===== src/design/mvx_quarter.sv =====
`timescale 1ns/100ps

package mvx_pkg;
	// instruction word prefixes
	localparam logic [5:0] PFX_FILE_DEST = 6'h14;
	localparam logic [3:0] PFX_FILE_FILE = 4'hc;
	localparam logic [3:0] PFX_CONT = 4'hf;
	localparam logic [7:0] PFX_BANK_LIT = 8'h01;
	localparam logic [7:0] PFX_WORK_LIT = 8'h0e;
	// data space address at which the working register is mapped
	localparam logic [11:0] WORK_ADDR = 12'hfe8;
	// upper half of the access bank maps to the top of the data space
	localparam logic [3:0] ACCESS_HI_BANK = 4'hf;
	localparam logic [7:0] WORK_RST = 8'h00;
	localparam logic [7:0] BANK_RST = 8'h00;
	localparam logic [1:0] QPH_RST = 2'h0;
	localparam logic [1:0] QPH_LAST = 2'h3;

	typedef struct packed {
		logic q1;
		logic q2;
		logic q3;
		logic q4;
	} mvx_q_t;

	typedef enum logic [1:0] {
		ST_IDLE = 2'b00,
		ST_EXEC = 2'b01,
		ST_WAIT2 = 2'b11,
		ST_DEST = 2'b10
	} mvx_st_t;

	typedef enum logic [2:0] {
		OP_NONE,
		OP_FILE_DEST,
		OP_FILE_FILE,
		OP_BANK_LIT,
		OP_WORK_LIT
	} mvx_op_t;

	typedef struct packed {
		logic [11:0] addr;
		logic rd_en;
		logic wr_en;
		logic [7:0] wr_data;
	} mvx_mem_t;

	typedef struct packed {
		mvx_st_t st;
		mvx_op_t op;
		logic [15:0] word;
		logic [7:0] data;
		logic [7:0] work;
		logic [7:0] bank;
		logic neg;
		logic zero;
		logic bad_op;
		mvx_mem_t mem;
	} mvx_state_t;

	typedef struct packed {
		logic [1:0] ph;
		mvx_q_t q;
	} mvx_qstate_t;
endpackage : mvx_pkg

module mvx_quarter
	import mvx_pkg::*;
(
	input wire logic clock,
	input wire logic rst,
	output mvx_q_t q
);
	mvx_qstate_t s;
	mvx_qstate_t next_s;

	// q holds the phase that the coming edge completes
	always_comb begin
		next_s = s;
		next_s.ph = s.ph + 2'h1;
		next_s.q = '{q1: next_s.ph == 2'h0, q2: next_s.ph == 2'h1,
			q3: next_s.ph == 2'h2, q4: next_s.ph == QPH_LAST};
	end

	always_ff @(posedge clock or posedge rst) begin
		if (rst) begin
			s <= '{ph: QPH_RST, q: '{q1: 1'b1, q2: 1'b0, q3: 1'b0, q4: 1'b0}};
		end else begin
			s <= next_s;
		end
	end

	assign q = s.q;
endmodule : mvx_quarter


===== src/design/mvx_exec.sv =====
`timescale 1ns/100ps

// What this block does
// RULE1 - file-to-destination move: d=0 to working register, d=1 back to file
// RULE2 - 256-byte bank addressing; a=0 access bank, a=1 bank select register
// RULE3 - file-to-destination move sets only N and Z, one cycle, write in Q4
// RULE4 - file-to-file move takes 12-bit addresses, changes no flags
// RULE5 - file-to-file move: source prefix word, then continuation prefix word
// RULE6 - two or three cycles; source read first; second cycle writes in Q4
// RULE7 - working register may be source or destination of file-to-file move
// RULE8 - software must not target counter low or stack top bytes
// RULE9 - bank literal load decoded from fixed upper byte, one cycle
// RULE10 - bank literal load writes full literal in Q4, flags untouched
// RULE11 - working literal load, prefix 0000 1110, one cycle, no flags
module mvx_exec
	import mvx_pkg::*;
(
	input wire logic clock,
	input wire logic rst,
	input wire logic fetch_valid,
	input wire logic [15:0] fetch_word,
	output logic fetch_ready,
	input wire logic [7:0] mem_rd_data,
	output mvx_mem_t mem,
	output logic [7:0] working_reg,
	output logic [7:0] bank_select_reg,
	output logic flag_n,
	output logic flag_z,
	output logic bad_op
);
	mvx_q_t q;
	mvx_state_t s;
	mvx_state_t next_s;
	logic taken;
	logic [11:0] file_addr;

	mvx_quarter u_quarter (
		.clock(clock),
		.rst(rst),
		.q(q)
	);

	// words are only taken at the decode phase of a cycle
	assign fetch_ready = q.q1 && (s.st == ST_IDLE || s.st == ST_WAIT2);
	assign taken = fetch_ready && fetch_valid;

	always_comb begin
		if (fetch_word[8]) begin
			file_addr = {s.bank[3:0], fetch_word[7:0]}; // RULE2
		end else if (fetch_word[7]) begin
			file_addr = {ACCESS_HI_BANK, fetch_word[7:0]}; // RULE2
		end else begin
			file_addr = {4'h0, fetch_word[7:0]}; // RULE2
		end
	end

	always_comb begin
		next_s = s;
		next_s.bad_op = 1'b0;
		next_s.mem.rd_en = 1'b0;
		next_s.mem.wr_en = 1'b0;
		if (taken && s.st == ST_IDLE) begin
			next_s.word = fetch_word;
			next_s.st = ST_EXEC;
			if (fetch_word[15:10] == PFX_FILE_DEST) begin
				next_s.op = OP_FILE_DEST; // RULE1
				next_s.mem.addr = file_addr;
			end else if (fetch_word[15:12] == PFX_FILE_FILE) begin
				next_s.op = OP_FILE_FILE; // RULE5
				next_s.mem.addr = fetch_word[11:0]; // RULE4
			end else if (fetch_word[15:8] == PFX_BANK_LIT) begin
				next_s.op = OP_BANK_LIT; // RULE9
			end else if (fetch_word[15:8] == PFX_WORK_LIT) begin
				next_s.op = OP_WORK_LIT; // RULE11
			end else begin
				// not ours: other decoders own it
				next_s.op = OP_NONE;
				next_s.st = ST_IDLE;
				next_s.bad_op = 1'b1;
			end
		end else if (taken) begin
			// a second word without the continuation prefix aborts the move
			if (fetch_word[15:12] == PFX_CONT) begin
				next_s.st = ST_DEST; // RULE5
				next_s.mem.addr = fetch_word[11:0]; // RULE4
			end else begin
				next_s.st = ST_IDLE;
				next_s.bad_op = 1'b1;
			end
		end else if (s.st == ST_EXEC) begin
			if (q.q2 && (s.op == OP_FILE_DEST || s.op == OP_FILE_FILE)) begin
				// the working register is read locally, not from memory
				next_s.mem.rd_en = (s.mem.addr != WORK_ADDR); // RULE6 RULE7
			end
			if (q.q3) begin
				next_s.data = (s.mem.addr == WORK_ADDR) ? s.work : mem_rd_data;
			end
			if (q.q4) begin
				next_s.st = ST_IDLE;
				case (s.op)
				OP_FILE_DEST: begin
					next_s.neg = s.data[7]; // RULE3
					next_s.zero = (s.data == 8'h00); // RULE3
					if (!s.word[9] || s.mem.addr == WORK_ADDR) begin
						next_s.work = s.data; // RULE1
					end else begin
						next_s.mem.wr_en = 1'b1; // RULE1
						next_s.mem.wr_data = s.data;
					end
				end
				OP_FILE_FILE: begin
					next_s.st = ST_WAIT2; // RULE6
				end
				OP_BANK_LIT: begin
					next_s.bank = s.word[7:0]; // RULE10
				end
				OP_WORK_LIT: begin
					next_s.work = s.word[7:0]; // RULE11
				end
				default: begin
					next_s.st = ST_IDLE;
				end
				endcase
			end
		end else if (s.st == ST_DEST && q.q4) begin
			// no dummy read here; destination legality is software's burden
			next_s.st = ST_IDLE;
			if (s.mem.addr == WORK_ADDR) begin
				next_s.work = s.data; // RULE7
			end else begin
				next_s.mem.wr_en = 1'b1; // RULE6 RULE8
				next_s.mem.wr_data = s.data;
			end
		end
	end

	always_ff @(posedge clock or posedge rst) begin
		if (rst) begin
			s <= '{st: ST_IDLE, op: OP_NONE, word: 16'h0000, data: 8'h00,
				work: WORK_RST, bank: BANK_RST, neg: 1'b0, zero: 1'b0,
				bad_op: 1'b0, mem: '{addr: 12'h000, rd_en: 1'b0,
				wr_en: 1'b0, wr_data: 8'h00}};
		end else begin
			s <= next_s;
		end
	end

	assign mem = s.mem;
	assign working_reg = s.work;
	assign bank_select_reg = s.bank;
	assign flag_n = s.neg;
	assign flag_z = s.zero;
	assign bad_op = s.bad_op;
endmodule : mvx_exec


===== config.mk =====
export PLATFORM = sky130hd
export DESIGN_NAME = mvx_exec
export DESIGN_NICKNAME = d
export VERILOG_FILES = /design/src/design/mvx_quarter.sv /design/src/design/mvx_exec.sv
export SDC_FILE = /design/constraint.sdc
export NUM_CORES = 1
export LEC_CHECK = 0
export ABC_AREA = 0
export CAP_MARGIN = 10
export CORE_MARGIN = 4
export CORE_UTILIZATION = 45
export CTS_CLUSTER_DIAMETER = 60
export DETAILED_ROUTE_END_ITERATION = 8
export DONT_BUFFER_PORTS = 1
export PLACE_DENSITY_LB_ADDON = 0.2
export SLEW_MARGIN = 20
export SYNTH_ARGS = -nofsm -noshare
export SYNTH_HDL_FRONTEND = slang
export SYNTH_SLANG_ARGS = --single-unit

===== constraint.sdc =====
create_clock -name clock -period 2.8 [get_ports clock]
set_input_delay 0.28 -clock clock [delete_from_list [all_inputs] [get_ports clock]]
set_output_delay 0.28 -clock clock [all_outputs]
set_load 0.05 [all_outputs]

# Word level (Yosys, flattened, before mapping)
# Index checks and enable logic that the tools add are counted.
totals:
  register_bits: 70
  latchBits: 0
  ram_bits: 0
  mem_bits_ro: 0
  wordCells: 116
  mem_count: 0
op_classes:
  add_sub_neg: 1
  multipliers: 0
  div: 0
  magnitude_cmp: 0
  eq_ne: 25
  n_shift: 0
  mux: 46
  bitwise: 2
  reduce_logical: 24
op_table:
  columns: ["operator", "count"]
  rows:
  - ["12-bit two-way mux", 5]
  - ["9-bit two-way mux", 6]
  - ["8-bit two-way mux", 6]
  - ["13-bit two-way mux", 2]
  - ["10-bit two-way mux", 2]
  - ["18-bit two-way mux", 1]
  - ["2-bit two-way mux", 9]
  - ["8-bit case mux with 2 select lines", 1]
  - ["7-bit AND reduction", 2]
  - ["12-bit equality test, second input constant", 1]
  - ["3-bit two-way mux", 4]
  - ["12-bit inequality test, second input constant", 1]
  - ["1-bit two-way mux", 10]
  - ["5-bit AND reduction", 2]
  - ["2-bit equality test, second input constant", 4]
  - ["4-bit equality test, second input constant", 2]
  - ["8-bit by 1-bit equality test with 1-bit output, second input constant", 1]
  - ["8-bit by 4-bit equality test with 1-bit output, second input constant", 1]
  - ["8-bit logical NOT", 1]
  - ["2-bit nonzero test", 4]
  - ["3-bit by 2-bit equality test with 1-bit output, second input constant", 2]
  - ["6-bit by 5-bit equality test with 1-bit output, second input constant", 1]
  - ["3-bit by 1-bit inequality test with 1-bit output, second input constant", 2]
  - ["1-bit logical AND", 5]
  - ["other kinds (16)", 23]

# Longest topological paths before layout
logic_depth:
  word_depth: 8
  ltp_mapped: 8
  ltp_nobuf: 6

# Hierarchy
# Synthesis repeated with hierarchy kept, for this count alone.
unflattened:
  hier_cells: 296
  hier_area_um2: 3514.6
by_module_without_submodules:
  columns: ["module", "instances", "cells_per_inst", "area_per_inst_um2", "seq_area_each_um2"]
  rows:
  - ["mvx_exec", 1, 279, 3271.9, 1576.5]
  - ["mvx_quarter", 1, 17, 242.7, 151.4]

# Worst setup path after synthesis
# OpenSTA, ideal clock, no wires.
synth_path:
  path_type: "reg2reg"
  from: "reg s[68] (netlist name)"
  to: "reg s (netlist bit bank_select_reg[0])"
  setup_time_ns: 0.125
  t_arrival_ns: 1.891
  required_time_ns: 2.675
  slack_ns: 0.785
  path_stages_with_launch: 7
  cell_sequence: "dfrtp_1 inv_1 ha_1 nand3b_1 nand3b_1 nor3_2 mux2_2"
synth_between:
  elab_chain_len: 7
synth_rtl:
  columns: ["item", "line_no", "text"]
  rows:
  - ["start, declared", "mvx_exec.sv:32", "mvx_state_t s;"]
  - ["start signal, assigned", "mvx_exec.sv:139", "s <= '{st: ST_IDLE, op: OP_NONE, word: 16'h0000, data: 8'h00,"]
  - ["start signal, assigned", "mvx_exec.sv:144", "s <= next_s;"]
  - ["2-bit equality test or 2-bit logical NOT (tied branches)", "mvx_exec.sv:44, mvx_exec.sv:62", null]
  - ["1-bit logical OR", "mvx_exec.sv:44", "assign fetch_ready = q.q1 && (s.st == ST_IDLE || s.st == ST_WAIT2);"]
  - ["1-bit logical AND", "mvx_exec.sv:44", null]
  - ["1-bit logical AND", "mvx_exec.sv:45", "assign taken = fetch_ready && fetch_valid;"]
  - ["1-bit logical AND", "mvx_exec.sv:62", "if (taken && s.st == ST_IDLE) begin"]
  - ["1-bit inverter (no source line)", null, null]
  - ["5-bit AND reduction (no source line) *", null, null]
# Mark *: on every way between the ends. The rest lies on a longest branch, timed or not.
# A chain may end at the register's enable or synchronous reset.

# Final worst setup path
layout_path:
  from: "reg s[69] (netlist name)"
  to: "reg s (netlist bit mem[6])"
layout_between:
  elab_chain_len: 7
layout_rtl:
  columns: ["item", "line_no"]
  rows:
  - ["2-bit equality test or 2-bit logical NOT (tied branches)", "mvx_exec.sv:44, mvx_exec.sv:62"]
  - ["1-bit logical OR", "mvx_exec.sv:44"]
  - ["1-bit logical AND", "mvx_exec.sv:44"]
  - ["1-bit logical AND", "mvx_exec.sv:45"]
  - ["1-bit logical AND", "mvx_exec.sv:62"]
  - ["1-bit inverter (no source line)", null]
  - ["7-bit AND reduction (no source line)", null]
# Several ways; a longest one is shown, not always the timed one.

==> flow_summary.ini <==
[sta]
relSlewSlack_pct = 30.1
fin_skew_ns = 0.0124
holdWs_ns = 0.0346
finalMaxSlewViolations = 0
hold_viol_final = 0
rsz0062_at_grt = no
fin_crit_sh_pct = 86.7
setup-tns-final_ns = 0
max_freq_mhz = 412
finalSetupViolCount = 0
tightestPinTransition_ns = 1.04
post-route-min-period_ns = 2.43

[cells_and_area]
antenna_cells = 0
final_util_pct = 48.6
area_growth_pct = 2.75
fill_cells = 685
fin_nets = 304
drive_above_1_share_pct = 30.5

[drt]
num_vias = 2047
top_layer_used = met4
first_pass_iters = 4
wl_met2_um = 3170
drt_iter0_drc = 63
wl_met3_um = 569
final_antenna_net_count = 0
routed_via_density = 5.47
wire_per_inst_um = 18.9
drcViolationCount = 0
wl_met1_um = 3210
routed_wl_um = 7080

[hold_path]
hold_path.class = in -> reg

[clock_tree]
path_clk_slew_ns = 0.08
cts_max_path_buffers = 2
worst_skew_pair.late_latency_ns = 0.35
post_cts_buffers = 0
cts_sinks = 69
ctsResizeCount = 0
cts_tree = done
cts_inserted_buffers = 9
cts_hold_buf = 0
htreeDepth = 3
cts_root_buffer = clkbuf_8

[yosys]
async_reset_ff_share_pct = 100
ys_seq_area_share_pct = 49.4
synth-seq-cells = 69
synth.distinct_cells = 46
yosys.area.top_type = dfrtp_1
yosys_warnings = 0
synth_top_cell_area_share_pct = 48.6
yosys-top-cells-area = dfrtp_1 49%, mux2_2 15%, buf_4 8.1%, mux2i_1 5.1%, nor2_1 2.7%
syn-num-nets = 330
syn_inst = 296
synth_top_flop_cell = dfrtp_1
synth_commonest_cells = 68 x dfrtp_1, 48 x mux2_2, 38 x buf_4, 25 x nor2_1, 18 x mux2i_1
synth.most_common_cell = dfrtp_1
synthesis.area_um2 = 3500
syn_avg_cell_area_um2 = 11.8
synth-edff-count = 0

[worst_setup_path]
cp_cell_sequence = inv_1, ha_1, nand3b_1, nand2_1, nor3_2, mux2_2
slowest_stage = nor3_2
cp.depth = 6
r2r-end = mem[6]
cp.arrival_ns = 2.66
rr_worst_depth = 6
path_buf_inv = 1
required_ns = 3.03
reg2reg_slack_ns = 0.37
critPathCaptureType = flip-flop
r2r-start = s[69]
critPathMaxFanout = 10
crit_start = s[69]
critPathTopFamily = simple AND/OR/NAND/NOR gates
crit_path_end = mem[6]
crit_path_max_incr_delay_ns = 0.63
worstSetupPathType = reg -> reg
cp-start-kind = flip-flop

[floorplanning]
rows = 31
ios = 69
core_area_um2 = 7410
dieArea_um2 = 9250
die_x_um = 96.2
die_h_um = 96.2
start_util_pct = 47.3

[global_routing]
antenna_found_initial = 0
grt_pass1_wl_um = 11700
grt_usage_pct = 17.1
grt_pass1_vias = 2140
overflow = 0
grt_max_degree = 70

[pwr]
peakVddDrop_mv = 0.479
p_per_area_nw_per_um2 = 1030
power_w = 0.00371
power.leakage_nw = 1.59

[run_status]
status = finished, final reports clean

[place]
io_buffer_count = 0
hpwlAfterDp_um = 5070
gp_congestion = 0.783

[flow_run]
max_cap_viol_count = 0
[report_power, final]
part	total (W)	internal, W	switching, W	leakage, nW
Clock	0.000911	0.000506	0.000405	0.114
Sequential	0.00214	0.00129	0.000841	0.868
Combinational	0.000662	0.000341	0.000321	0.613
Total	0.00371	0.00214	0.00157	1.59
[cells by family (layout without fill, tap and decap cells)]
| logic type | Yosys count | after routing | share of synthesized area [%] |
|---|---|---|---|
| compound gates | 30 | 30 | 5.50 |
| buf+inv | 53 | 32 | 10.1 |
| xor+xnor | 2 | 2 | 0.500 |
| simple gates | 69 | 69 | 11.5 |
| mux | 66 | 66 | 20.6 |
| fa+ha+maj | 7 | 7 | 2.50 |
| flops | 69 | 69 | 49.4 |
[per-stage QoR]
step,worst slack (ns),instances,cell area [um^2]
after floorplan,0.782,296,3500
after global placement,0.445,358,3380
after detailed placement,0.379,358,3380
after CTS,0.370,374,3600
after global routing,0.170,374,3600
final,0.373,374,3600
[layout by cell type (no fill, tap or decap), types with 3 or more instances in the layout]
cell type and instances:
nor2_1 25, dfrtp_1 68, nand2_1 10, mux2i_1 18, mux2_2 48, o21ai_0 3
buf_4 9, clkbuf_8 9, a21oi_1 15, a31oi_1 3, nor2b_1 4, nor3_1 3
ha_1 7, inv_1 6, nor4_1 3
[worst min path at each step]
| stage | from | end | depth (start not counted) |
|---|---|---|---|
| 5_1_grt | fetch_word[13] | s[66] | 1 |
| 3_5_place_dp | fetch_word[13] | s[66] | 1 |
| 3_3_place_gp | fetch_word[13] | s[66] | 1 |
| 6_report | fetch_word[13] | s[66] | 1 |
| 2_1_floorplan | fetch_word[13] | s[66] | 1 |
| 4_1_cts | fetch_word[13] | s[66] | 1 |
[layout make-up]
type | instances | area, um^2 | area share, %
clock buffers | 9 | 124 | 3.44
clock inverters | 7 | 96.3 | 2.68
inverters | 7 | 26.3 | 0.730
multi-input cells | 174 | 1430 | 39.8
flip-flops and latches | 69 | 1730 | 48.0
well taps | 99 | 124 | 3.44
repair buffers | 9 | 67.6 | 1.88
[worst reg2reg max path, cell delays in order (launching register included)]
cell	delay, ns
dfrtp_1	0.38
inv_1	0.07
ha_1	0.32
nand3b_1	0.37
nand2_1	0.12
nor3_2	0.63
mux2_2	0.42
[routing by layer]
metal | track usage [%] | vias up
li1 | - | 947
met1 | 22.8 | 1022
met2 | 24.6 | 68
met3 | 5.71 | 10
met4 | 8.29 | 0
met5 | 0 | -
(Power assumes the default switching activity.)
